### src/hdl/fspc_pkg.sv
/*
 * fspc_pkg: constants, register map and carrier types of the flash self-programming controller.
 * Assumes one 20 MHz system clock and a classic Wishbone register slave with 32-bit data.
 */
package fspc_pkg;
	localparam int unsigned CLK_HZ = 20000000;
	localparam int unsigned OP_TIME_US = 4000;
	localparam int unsigned OP_CYCLES = (CLK_HZ / 1000000) * OP_TIME_US;
	localparam int unsigned ROW_WORDS = 64;
	localparam int unsigned ROW_BYTES = 192;
	localparam int unsigned PAGE_ROWS = 8;
	localparam int unsigned PAGE_WORDS = 512;
	localparam int unsigned PAGE_BYTES = 1536;
	localparam int unsigned TBL_CYCLES = 2;
	localparam logic [7:0] ADR_CONTROL = 8'h00;
	localparam logic [7:0] ADR_KEY = 8'h04;
	localparam logic [7:0] ADR_PAGE = 8'h08;
	localparam logic [7:0] ADR_EA = 8'h0C;
	localparam logic [7:0] ADR_LOW = 8'h10;
	localparam logic [7:0] ADR_HIGH = 8'h14;
	localparam logic [7:0] ADR_STATUS = 8'h18;
	localparam int unsigned BIT_START = 15;
	localparam int unsigned BIT_GATE = 14;
	localparam int unsigned BIT_FAULT = 13;
	localparam int unsigned BIT_ERASE = 6;
	localparam logic [15:0] CONTROL_WMASK = 16'h404F;
	localparam logic [15:0] CONTROL_RESET = 16'h0000;
	localparam logic [7:0] KEY_FIRST = 8'h55;
	localparam logic [7:0] KEY_SECOND = 8'hAA;
	localparam logic [3:0] OP_BULK = 4'hF;
	localparam logic [3:0] OP_GENERAL = 4'hD;
	localparam logic [3:0] OP_SECURE = 4'hC;
	localparam logic [3:0] OP_PAGE = 4'h2;
	localparam logic [3:0] OP_CFG = 4'h0;
	localparam logic [3:0] OP_WORD = 4'h3;
	localparam logic [3:0] OP_ROW = 4'h1;

	typedef enum logic [3:0] {
		FSPC_NONE = 4'h0,
		FSPC_BULK_ERASE = 4'h1,
		FSPC_GENERAL_ERASE = 4'h2,
		FSPC_SECURE_ERASE = 4'h3,
		FSPC_PAGE_ERASE = 4'h4,
		FSPC_CFG_ERASE = 4'h5,
		FSPC_WORD_PROG = 4'h6,
		FSPC_ROW_PROG = 4'h7,
		FSPC_CFG_PROG = 4'h8,
		FSPC_RESERVED = 4'h9
	} fspc_action_type;

	typedef struct packed {
		logic start;
		fspc_action_type action;
		logic [23:0] address;
	} fspc_flash_cmd_type;

	typedef struct packed {
		logic cyc;
		logic stb;
		logic we;
		logic [7:0] adr;
		logic [3:0] sel;
		logic [31:0] dat;
	} fspc_wb_req_type;
endpackage : fspc_pkg

### src/hdl/fspc_ctrl.sv
/*
 * fspc_ctrl: run-time self-programming controller. Holds the control, key, table page and
 * table address registers, the row holding buffer, the unlock sequencer and the operation timer.
 * Assumes a classic Wishbone master for software, and a flash macro that takes one command pulse
 * and returns read data for the current table address combinationally.
 */
`timescale 1ns/1ps
module fspc_ctrl #(
	parameter int unsigned OP_CYCLES_P = fspc_pkg::OP_CYCLES,
	parameter int unsigned ROW_WORDS_P = fspc_pkg::ROW_WORDS
) (
	input wire logic sys_clk,
	input wire logic reset,
	input wire fspc_pkg::fspc_wb_req_type wb_req,
	output logic [31:0] wb_dat_o,
	output logic wb_ack_o,
	input wire logic [23:0] flash_rd_data,
	output fspc_pkg::fspc_flash_cmd_type flash_cmd,
	output logic [23:0] flash_wr_word,
	output logic [23:0] table_address,
	output logic core_stall,
	output logic window_disable
);
	import fspc_pkg::*;

	localparam int unsigned BAW = $clog2(ROW_WORDS_P);

	typedef enum logic [1:0] {
		FSPC_IDLE = 2'b00,
		FSPC_KEY1 = 2'b01,
		FSPC_ARMED = 2'b10
	} fspc_key_type;

	typedef enum logic [1:0] {
		FSPC_READY = 2'b00,
		FSPC_BUSY = 2'b01,
		FSPC_DONE = 2'b10
	} fspc_op_type;

	if (ROW_WORDS_P != ROW_WORDS) begin : g_bad_row
		$error("row size is fixed by the flash array");
	end
	if (OP_CYCLES_P < 2) begin : g_bad_time
		$error("operation time too short");
	end

	fspc_key_type key_state;
	fspc_op_type op_state;
	logic [15:0] control;
	logic [7:0] table_page;
	logic [15:0] table_ea;
	logic [31:0] op_count;
	logic [BAW-1:0] row_fill;
	logic row_fill_bad;
	logic tbl_phase;
	logic [23:0] buf_word;
	fspc_action_type action;
	logic access;
	logic wr_access;
	logic [7:0] adr;
	logic [31:0] wdat;
	logic wr_ctrl;
	logic wr_key;
	logic wr_low;
	logic wr_high;
	logic tbl_access;
	logic start_req;
	logic start_ok;
	logic [23:0] aligned_addr;
	logic [15:0] next_control;
	logic [31:0] next_rdata;

	// nothing is taken while the core is stalled, so no write lands twice
	assign access = wb_req.cyc && wb_req.stb && !wb_ack_o && !core_stall;
	assign wr_access = access && wb_req.we;
	assign adr = wb_req.adr;
	assign wdat = wb_req.dat;
	assign wr_ctrl = wr_access && adr == ADR_CONTROL && wb_req.sel[1];
	assign wr_key = wr_access && adr == ADR_KEY && wb_req.sel[0];
	assign tbl_access = access && (adr == ADR_LOW || adr == ADR_HIGH);
	assign wr_low = wr_access && adr == ADR_LOW && tbl_phase;
	assign wr_high = wr_access && adr == ADR_HIGH && tbl_phase && wb_req.sel[0];
	assign start_req = wr_ctrl && wdat[BIT_START] && !control[BIT_START];
	assign start_ok = start_req && key_state == FSPC_ARMED && wdat[BIT_GATE];

	fspc_op_decode u_decode (
		.erase_select(wdat[BIT_ERASE]),
		.operation_select(wdat[3:0]),
		.action(action)
	);

	fspc_hold_buffer #(
		.DEPTH(ROW_WORDS_P),
		.AW(BAW)
	) u_buffer (
		.sys_clk(sys_clk),
		.reset(reset),
		.wr_low(wr_low),
		.wr_high(wr_high),
		.index(table_ea[BAW:1]),
		.low_data(wdat[15:0]),
		.low_be(wb_req.sel[1:0]),
		.high_data(wdat[7:0]),
		.rd_word(buf_word)
	);

	// two address units per word: page and row offsets are plain low bits
	always_comb begin
		aligned_addr = {table_page, table_ea};
		if (action == FSPC_PAGE_ERASE)
			aligned_addr = {table_page, table_ea} & ~24'(PAGE_WORDS * 2 - 1);
		else if (action == FSPC_ROW_PROG)
			aligned_addr = {table_page, table_ea} & ~24'(ROW_WORDS_P * 2 - 1);
	end

	// unlock sequencer
	always_ff @(posedge sys_clk or posedge reset) begin
		if (reset) begin
			key_state <= FSPC_IDLE;
		end else if (wr_key) begin
			unique case (key_state)
				FSPC_IDLE: key_state <= wdat[7:0] == KEY_FIRST ? FSPC_KEY1 : FSPC_IDLE;
				FSPC_KEY1: begin
					if (wdat[7:0] == KEY_SECOND) key_state <= FSPC_ARMED;
					else key_state <= wdat[7:0] == KEY_FIRST ? FSPC_KEY1 : FSPC_IDLE;
				end
				FSPC_ARMED: key_state <= wdat[7:0] == KEY_FIRST ? FSPC_KEY1 : FSPC_IDLE;
			endcase
		end else if (wr_access && key_state != FSPC_IDLE) begin
			key_state <= FSPC_IDLE;
		end
	end

	// control register: start set-only, fault sticky with set winning
	always_comb begin
		next_control = control;
		if (wr_ctrl) begin
			next_control = (control & ~CONTROL_WMASK) | (wdat[15:0] & CONTROL_WMASK);
			next_control[BIT_FAULT] = wdat[BIT_FAULT] & control[BIT_FAULT];
			next_control[BIT_START] = control[BIT_START];
			if (start_ok && op_state == FSPC_READY) next_control[BIT_START] = 1'b1;
			if (start_req && !start_ok) next_control[BIT_FAULT] = 1'b1;
		end
		if (wr_access && key_state == FSPC_ARMED && !wr_ctrl && !wr_key)
			next_control[BIT_FAULT] = 1'b1;
		if (op_state == FSPC_DONE) next_control[BIT_START] = 1'b0;
	end

	always_ff @(posedge sys_clk or posedge reset) begin
		if (reset) control <= CONTROL_RESET;
		else control <= next_control;
	end

	always_ff @(posedge sys_clk or posedge reset) begin
		if (reset) begin
			table_page <= 8'h00;
			table_ea <= 16'h0000;
		end else begin
			if (wr_access && adr == ADR_PAGE && wb_req.sel[0]) table_page <= wdat[7:0];
			if (wr_access && adr == ADR_EA && wb_req.sel[0]) table_ea[7:0] <= wdat[7:0];
			if (wr_access && adr == ADR_EA && wb_req.sel[1]) table_ea[15:8] <= wdat[15:8];
		end
	end

	// row fill tracking; an out-of-order store is remembered and suppresses the flash command of the row start
	always_ff @(posedge sys_clk or posedge reset) begin
		if (reset) begin
			row_fill <= '0;
			row_fill_bad <= 1'b0;
		end else if (op_state == FSPC_DONE) begin
			row_fill <= '0;
			row_fill_bad <= 1'b0;
		end else if (wr_high) begin
			if (table_ea[BAW:1] != row_fill) row_fill_bad <= 1'b1;
			row_fill <= row_fill + 1'b1;
		end
	end

	// table access takes two cycles: window held off for the second one
	always_ff @(posedge sys_clk or posedge reset) begin
		if (reset) begin
			tbl_phase <= 1'b0;
			window_disable <= 1'b0;
		end else begin
			tbl_phase <= tbl_access && !tbl_phase;
			window_disable <= tbl_access && !tbl_phase;
		end
	end

	// self-timed operation
	always_ff @(posedge sys_clk or posedge reset) begin
		if (reset) begin
			op_state <= FSPC_READY;
			op_count <= 32'h00000000;
			flash_cmd <= '0;
			core_stall <= 1'b0;
		end else begin
			flash_cmd.start <= 1'b0;
			unique case (op_state)
				FSPC_READY: begin
					if (wr_ctrl && start_ok) begin
						op_state <= FSPC_BUSY;
						op_count <= 32'(OP_CYCLES_P - 1);
						core_stall <= 1'b1;
						flash_cmd.start <= !(action == FSPC_ROW_PROG && row_fill_bad);
						flash_cmd.action <= action;
						flash_cmd.address <= aligned_addr;
					end
				end
				FSPC_BUSY: begin
					if (op_count == 32'h00000001) op_state <= FSPC_DONE;
					op_count <= op_count - 32'h00000001;
				end
				FSPC_DONE: begin
					op_state <= FSPC_READY;
					core_stall <= 1'b0;
				end
				default: op_state <= FSPC_READY;
			endcase
		end
	end

	always_ff @(posedge sys_clk or posedge reset) begin
		if (reset) flash_wr_word <= 24'h000000;
		else flash_wr_word <= buf_word;
	end

	always_ff @(posedge sys_clk or posedge reset) begin
		if (reset) table_address <= 24'h000000;
		else table_address <= {table_page, table_ea};
	end

	always_comb begin
		next_rdata = 32'h00000000;
		unique case (adr)
			ADR_CONTROL: next_rdata = {16'h0000, control};
			ADR_PAGE: next_rdata = {24'h000000, table_page};
			ADR_EA: next_rdata = {16'h0000, table_ea};
			ADR_LOW: next_rdata = {16'h0000, flash_rd_data[15:0]};
			ADR_HIGH: next_rdata = {24'h000000, flash_rd_data[23:16]};
			ADR_STATUS: next_rdata = {21'h00000, row_fill_bad, key_state, op_state, 6'(row_fill)};
			default: next_rdata = 32'h00000000;
		endcase
	end

	// ack: one cycle for registers, two for table access, held off while stalled
	always_ff @(posedge sys_clk or posedge reset) begin
		if (reset) begin
			wb_ack_o <= 1'b0;
			wb_dat_o <= 32'h00000000;
		end else begin
			wb_ack_o <= access && (!tbl_access || tbl_phase) && !core_stall;
			wb_dat_o <= next_rdata;
		end
	end
endmodule : fspc_ctrl

### src/hdl/fspc_op_decode.sv
/*
 * fspc_op_decode: maps erase-select and operation code to a flash action.
 * Assumes pure combinational use inside the controller.
 */
`timescale 1ns/1ps
module fspc_op_decode (
	input wire logic erase_select,
	input wire logic [3:0] operation_select,
	output fspc_pkg::fspc_action_type action
);
	import fspc_pkg::*;

	always_comb begin
		action = FSPC_RESERVED;
		if (erase_select) begin
			unique case (operation_select)
				OP_BULK: action = FSPC_BULK_ERASE;
				OP_GENERAL: action = FSPC_GENERAL_ERASE;
				OP_SECURE: action = FSPC_SECURE_ERASE;
				OP_PAGE: action = FSPC_PAGE_ERASE;
				OP_CFG: action = FSPC_CFG_ERASE;
				OP_WORD, OP_ROW: action = FSPC_NONE;
				default: action = FSPC_RESERVED;
			endcase
		end else begin
			unique case (operation_select)
				OP_WORD: action = FSPC_WORD_PROG;
				OP_ROW: action = FSPC_ROW_PROG;
				OP_CFG: action = FSPC_CFG_PROG;
				OP_BULK, OP_GENERAL, OP_SECURE, OP_PAGE: action = FSPC_NONE;
				default: action = FSPC_RESERVED;
			endcase
		end
	end
endmodule : fspc_op_decode

### src/hdl/fspc_hold_buffer.sv
/*
 * fspc_hold_buffer: flip-flop holding buffer of one flash row, 24 bits per word.
 * Assumes writes come from the controller, one lane at a time.
 */
`timescale 1ns/1ps
module fspc_hold_buffer #(
	parameter int unsigned DEPTH = 64,
	parameter int unsigned AW = 6
) (
	input wire logic sys_clk,
	input wire logic reset,
	input wire logic wr_low,
	input wire logic wr_high,
	input wire logic [AW-1:0] index,
	input wire logic [15:0] low_data,
	input wire logic [1:0] low_be,
	input wire logic [7:0] high_data,
	output logic [23:0] rd_word
);
	import fspc_pkg::*;

	logic [23:0] mem [DEPTH];

	if (DEPTH != (1 << AW)) begin : g_bad_depth
		$error("depth must equal two to the index width");
	end

	generate
		for (genvar i = 0; i < DEPTH; i++) begin : g_word
			always_ff @(posedge sys_clk or posedge reset) begin
				if (reset) begin
					mem[i] <= 24'h000000;
				end else if (index == AW'(i)) begin
					if (wr_low && low_be[0]) mem[i][7:0] <= low_data[7:0];
					if (wr_low && low_be[1]) mem[i][15:8] <= low_data[15:8];
					if (wr_high) mem[i][23:16] <= high_data;
				end
			end
		end
	endgenerate

	assign rd_word = mem[index];
endmodule : fspc_hold_buffer

### config.mk
export PLATFORM = sky130hd
export DESIGN_NAME = fspc_ctrl
export DESIGN_NICKNAME = d
export VERILOG_FILES = /design/src/hdl/fspc_pkg.sv /design/src/hdl/fspc_ctrl.sv /design/src/hdl/fspc_op_decode.sv /design/src/hdl/fspc_hold_buffer.sv
export SDC_FILE = /design/constraint.sdc
export NUM_CORES = 2
export LEC_CHECK = 0
export BUFFER_PORTS_ARGS = -buffer_cell sky130_fd_sc_hd__buf_2
export CAP_MARGIN = 5
export CORE_MARGIN = 2
export CORE_UTILIZATION = 44
export DETAILED_ROUTE_END_ITERATION = 10
export GPL_TIMING_DRIVEN = 0
export PLACE_DENSITY_LB_ADDON = 0.15
export SLEW_MARGIN = 20
export SYNTH_ARGS = -nofsm -noshare
export SYNTH_HDL_FRONTEND = slang
export SYNTH_SLANG_ARGS = --single-unit
### constraint.sdc
create_clock -name sys_clk -period 65.9 [get_ports sys_clk]
set_clock_uncertainty 0.2 [all_clocks]
set_input_delay 13.18 -clock sys_clk [delete_from_list [all_inputs] [get_ports sys_clk]]
set_output_delay 13.18 -clock sys_clk [all_outputs]
set_load 0.02 [all_outputs]
## Word level (Yosys, flattened, before mapping)

Index checks and enable logic that the tools add are counted.

| cells by class | value |
|---|---|
| equality and inequality tests | 87 |
| reductions and logical operators | 262 |
| order comparisons | 1 |
| mux-type cells | 33 |
| bitwise operators | 3 |
| add/sub/neg operators | 2 |

Operators by type and width:

| cell | number |
|---|---|
| AND reduction 2 bit | 198 |
| == test 6 bit, second input constant | 32 |
| binary-select mux 24 bit (select 6 bit) | 1 |
| == test 6 x 5 -> 1 bit, second input constant | 16 |
| case mux 16 bit (6 select lines) | 1 |
| case mux 32 bit (2 select lines) | 1 |
| 2-to-1 mux 29 bit | 2 |
| == test 6 x 4 -> 1 bit, second input constant | 8 |
| 2-to-1 mux 24 bit | 2 |
| logical AND 1 bit | 36 |
| == test 32 x 1 -> 1 bit, second input constant | 1 |
| 2-to-1 mux 32 bit | 1 |
| subtractor 32 x 1 -> 32 bit, second input constant | 1 |
| == test 6 x 3 -> 1 bit, second input constant | 4 |
| == test 8 x 5 -> 1 bit, second input constant | 3 |
| case mux 4 bit (6 select lines) | 1 |
| nonzero test 2 bit | 9 |
| == test 8 x 4 -> 1 bit, second input constant | 2 |
| 2-to-1 mux 16 bit | 1 |
| case mux 4 bit (4 select lines) | 1 |
| bitwise OR 14 x 15 -> 15 bit | 1 |
| == test 4 bit, second input constant | 3 |
| == test 6 x 2 -> 1 bit, second input constant | 2 |
| 2-to-1 mux 6 bit | 2 |
| other kinds (31) | 59 |

| storage, ports and cells | value |
|---|---|
| word-level logic and storage cells | 600 |
| input bits | 73 |
| bits in registers | 1731 |
| output and inout bits | 112 |

## Logic depth before layout (Yosys ltp)

| logic depth | value |
|---|---|
| word-level depth | 15 |
| gate-level depth with buffers | 9 |
| depth with buffers taken out | 7 |

## Cells and area by module

A second synthesis with hierarchy kept.

| unflattened totals | value |
|---|---|
| cells, all modules | 5011 |
| area total of the unflattened synthesis | 76601.0 um^2 |

Modules (own cells, without submodules):

| module | cells an instance | area an instance (um^2) | times used | seq. area each (um^2) |
|---|---|---|---|---|
| fspc_hold_buffer | 4397 | 69545.4 | 1 | 38436.9 |
| fspc_ctrl | 599 | 6972.9 | 1 | 4279.1 |
| fspc_op_decode | 15 | 82.6 | 1 | 0.0 |

## Worst setup path before layout

Ideal clock, no wire load.

| timing path | value |
|---|---|
| path type | in2reg |
| from | input port wb_req[40] in the netlist's numbering |
| to | register u_buffer.mem[1288] in the netlist's numbering |
| setup time | 0.125 ns |
| data required time | 65.575 ns |
| arrival time | 14.987 ns |
| setup slack | 50.588 ns |
| buffers on the path | 3 |
| cell stages on the path | 8 |
| cell sequence | buf_6 nor2b_1 nand2_2 buf_6 or4_4 buf_12 nor2_8 mux2_4 |

| on the way | value |
|---|---|
| cells in the longest elaborated chain, start to end | 5 |

RTL lines:

| item | line | text |
|---|---|---|
| start: declaration | fspc_ctrl.sv:14 | `input wire fspc_pkg::fspc_wb_req_type wb_req,` |
| == test 8 x 5 -> 1 bit | fspc_ctrl.sv:82 | `assign wr_high = wr_access && adr == ADR_HIGH && tbl_phase && wb_req.sel[0];` |
| logical AND 1 bit (3 in a row) | fspc_ctrl.sv:82 |  |
| AND reduction 2 bit (no source line) | - |  |
| end signal: indexed assignment | fspc_hold_buffer.sv:34 | `if (wr_low && low_be[0]) mem[i][7:0] <= low_data[7:0];` |
| end signal: indexed assignment | fspc_hold_buffer.sv:35 | `if (wr_low && low_be[1]) mem[i][15:8] <= low_data[15:8];` |
| end signal: indexed assignment | fspc_hold_buffer.sv:36 | `if (wr_high) mem[i][23:16] <= high_data;` |
| end: declaration | fspc_hold_buffer.sv:22 | `logic [23:0] mem [DEPTH];` |

No other way between the ends.
A chain may end at the register's enable or synchronous reset.

## Final worst setup path

| timing path | value |
|---|---|
| from | input port wb_req[37] in the netlist's numbering |
| to | register u_buffer.mem[249] in the netlist's numbering |

| on the way | value |
|---|---|
| cells in the longest elaborated chain, start to end | 5 |

RTL lines:

| item | line | text |
|---|---|---|
| == test 8 x 5 -> 1 bit | fspc_ctrl.sv:81 | `assign wr_low = wr_access && adr == ADR_LOW && tbl_phase;` |
| logical AND 1 bit (2 in a row) | fspc_ctrl.sv:81 |  |
| logical AND 1 bit | fspc_hold_buffer.sv:35 |  |
| AND reduction 2 bit (no source line) | - |  |

No other way between the ends.

==> impl_metrics.py <==
metrics = {
    "sta": {
        "fin_tns_setup_ns": 0,
        "relSlewSlack": 0.163,
        "setup_viol": 0,
        "slew_violations": 0,
        "final_hold_viol_count": 0,
        "fmax_mhz": 63.8,
        "fin_crit_ns": 15.66,
        "fin_crit_sh": 0.238,
        "grt_setup_unrepaired": "no",
        "hold_slack_ns": 0.177,
        "worst_pin_slew_ns": 1.26,
    },
    "setup_path": {
        "worstPathBufferInverterCount": 2,
        "crit_chain": "buf_2 > nor4b_4 > nand4_2 > buf_4 > nor2_2 > mux2_2",
        "critPathMaxFanout": 10,
        "cp-end-kind": "flop",
        "cp_slowest_stage_delay_ns": 0.83,
        "crit_family": "simple AND/OR/NAND/NOR gates",
        "crit_type": "input port to flop",
        "critPathRequiredTime_ns": 66.41,
        "r2r_cells": 7,
        "crit_slowest_cell": "nor4b_4",
        "reg2reg_to": "flash_wr_word[3]",
        "worstSetupStartpointType": "input port",
        "crit_arrival_ns": 16.17,
        "reg2reg_from": "table_ea[2]",
        "reg2reg_slack_ns": 61.06,
    },
    "drt": {
        "wl_um": 279000,
        "dr.pass1.iters": 5,
        "detail-route-antenna-nets": 0,
        "wl_per_cell_um": 35.6,
        "vias_per_cell": 6.18,
        "drtIter0Drc": 5321,
        "drc": 0,
        "num_vias": 48500,
    },
    "floorplan": {
        "chipWidth_um": 424,
        "io_pins": 185,
        "die_area_um2": 180000,
        "die_h_um": 424,
        "fp.coreArea_um2": 176000,
        "rows": 154,
        "start_util": 0.442,
    },
    "logic_synthesis": {
        "avgSynthCellArea_um2": 15.6,
        "async_flop_share": 1.00,
        "ys_seq_area_frac": 0.551,
        "ys_seq_elements": 1707,
        "synth-main-ff-cell": "dfrtp_1",
        "syn_inst": 4977,
        "synth.distinct_cells": 73,
        "synth-edff-count": 0,
        "ys.warnings.count": 0,
        "synth_area_um2": 77500,
    },
    "clock_tree": {
        "tritoncts": "built",
        "cts.clk_slew.worst_paths_ns": 0.06,
        "cts_htree_levels": 4,
        "cts.path.max_buffers": 3,
        "post_cts_resized": 0,
        "cts_hold_buf": 0,
        "cts_root_buf": "clkbuf_16",
        "cts.sinks": 1707,
        "numCtsBuffers": 183,
        "cts_setup_buffers": 0,
        "insertion_delay_ns": 0.84,
    },
    "layout": {
        "area_growth_pct": 13.6,
        "n_fill_cell": 15000,
        "final_cell_count_no_fill": 7837,
        "nets": 5416,
        "final_area_um2": 88100,
        "drive_gt1_frac": 0.506,
        "layout_commonest_cell": "dfrtp_1",
        "layout_common_cells": "dfrtp_1, mux2_2, mux4_2",
    },
    "place": {
        "place_inst": 7494,
        "dp.final_hpwl_um": 199000,
        "placed_area_um2": 81800,
        "gp_congestion": 0.962,
        "io_buffers": 141,
    },
    "global_routing": {
        "grt_overflow": 0,
        "grt_max_degree": 106,
        "antenna_found_initial": 30,
        "grt_pass1_vias": 49400,
        "grt_usage": 0.313,
        "grt_pass1_wl_um": 392000,
    },
    "hold_path": {
        "worstHoldStart": "table_ea[2]",
        "whs_endpoint": "table_address[2]",
        "whs_path_depth": 0,
        "hold_class": "flop to flop",
    },
    "power": {
        "p_leak_uw": 0.0415,
        "max-vdd-ir-drop_mv": 0.0267,
        "p_per_area_nw_per_um2": 24.8,
    },
    "outcome": {
        "status": "complete, no violations",
    },
    "flow_run": {
        "maxCapViolCount": 0,
    },
}
synthesized netlist by cell type, drive strengths merged (3+ instances only):
library cell  number  area share
o31ai              5     0.00048
nor2             212       0.025
o221ai             4     0.00045
mux2i              8      0.0010
ha                 3     0.00048
nor3              21      0.0020
o21ai             15     0.00097
buf              134       0.010
mux2            1567        0.23
mux4             389        0.11
nand4             12      0.0015
nor4              20      0.0022
nand2b             7     0.00056
nor4b              3     0.00053
and3               6     0.00048
a31oi              4     0.00032
xnor2             11      0.0012
a22o              12      0.0014
and2               8     0.00065
nand3b             3     0.00029
inv                5     0.00024
a21boi             3     0.00029
xor2              17      0.0019
nand2            107      0.0052
a22oi            209       0.020
nor2b             17      0.0014
a21oi            102      0.0066
nand3             37      0.0027
clkbuf           265       0.013
or4               31      0.0031
or3                6     0.00048
nand4b             3     0.00034
dfrtp           1707        0.55
worst reg2reg max path, delay by kind of cell (launching register included):
| family | cells | cell delay [ns] |
|---|---|---|
| DFF | 1 | 0.34 |
| buffers and inverters | 3 | 1.97 |
| and+or+nand+nor | 1 | 0.63 |
| muxes | 1 | 0.50 |
| AOI/OAI and AO/OA | 2 | 1.01 |
worst max path at each step:
stage | slack, ns | cells after the start | start | to
final | 50.24 | 6 | wb_req[37] | u_buffer.mem[249]
after global routing | 49.92 | 8 | reset | u_buffer.mem[369]
after CTS | 50.29 | 8 | reset | u_buffer.mem[297]
after detailed placement | 49.41 | 8 | reset | u_buffer.mem[369]
after global placement | -15.29 | 2 | reset | u_buffer.mem[226]
after floorplan | 4.34 | 1 | reset | control[0]
layer usage:
layer	share of wire	global-route usage	routed length (um)	vias to the layer above
met5	0.00015	0	42	-
met4	0.052	0.144	14500	6
met3	0.089	0.0822	24700	559
met2	0.45	0.474	126000	2212
met1	0.41	0.422	114000	26400
li1	-	-	-	19300
cell type report:
| cell class | instances | area (um^2) | area share |
|---|---|---|---|
| multi-input cells | 2881 | 33000 | 0.375 |
| flip-flops and latches | 1707 | 42700 | 0.485 |
| diodes | 13 | 32.5 | 0.000369 |
| clock inverters | 58 | 687 | 0.00780 |
| clock buffers | 271 | 5500 | 0.0625 |
| repair buffers | 163 | 1280 | 0.0145 |
| inverters | 5 | 26.3 | 0.000298 |
| well taps | 2340 | 2930 | 0.0332 |
| plain buffers | 399 | 1850 | 0.0210 |
logic make-up after synthesis:
group                    synth area share
multiplexers                        0.342
XOR/XNOR                          0.00316
buffers and inverters              0.0234
AND/OR/NAND/NOR                    0.0476
other                           0.0000484
adder cells (fa/ha/maj)          0.000484
flip-flops                          0.551
AO/OA/AOI/OAI                      0.0321
sequential cells by signal (all words and copies together), names as in the netlist, 2 cells and up:
| register | cells |
|---|---|
| control | 8 |
| flash_cmd | 29 |
| flash_wr_word | 24 |
| key_state | 2 |
| op_count | 32 |
| op_state | 2 |
| row_fill | 6 |
| table_address | 24 |
| table_ea | 16 |
| table_page | 8 |
| u_buffer.mem | 1536 |
| wb_dat_o | 16 |
through the flow:
step / power [uW] / util / worst slack (ns)
after floorplan: 1100 / - / 4.34
after global placement: 1140 / 0.463 / -15.29
after detailed placement: 1140 / 0.466 / 49.41
after CTS: 2200 / 0.501 / 50.29
after global routing: 2240 / 0.502 / 49.92
final: 2180 / 0.502 / 50.24
power breakdown:
group	leakage [uW]	internal (uW)	switching, uW
registers	0.0237	1050	0.0424
clock network	0.00308	617	447
logic	0.0147	9.22	62.8
total	0.0415	1670	509
Power figures use the tool's default switching activity.
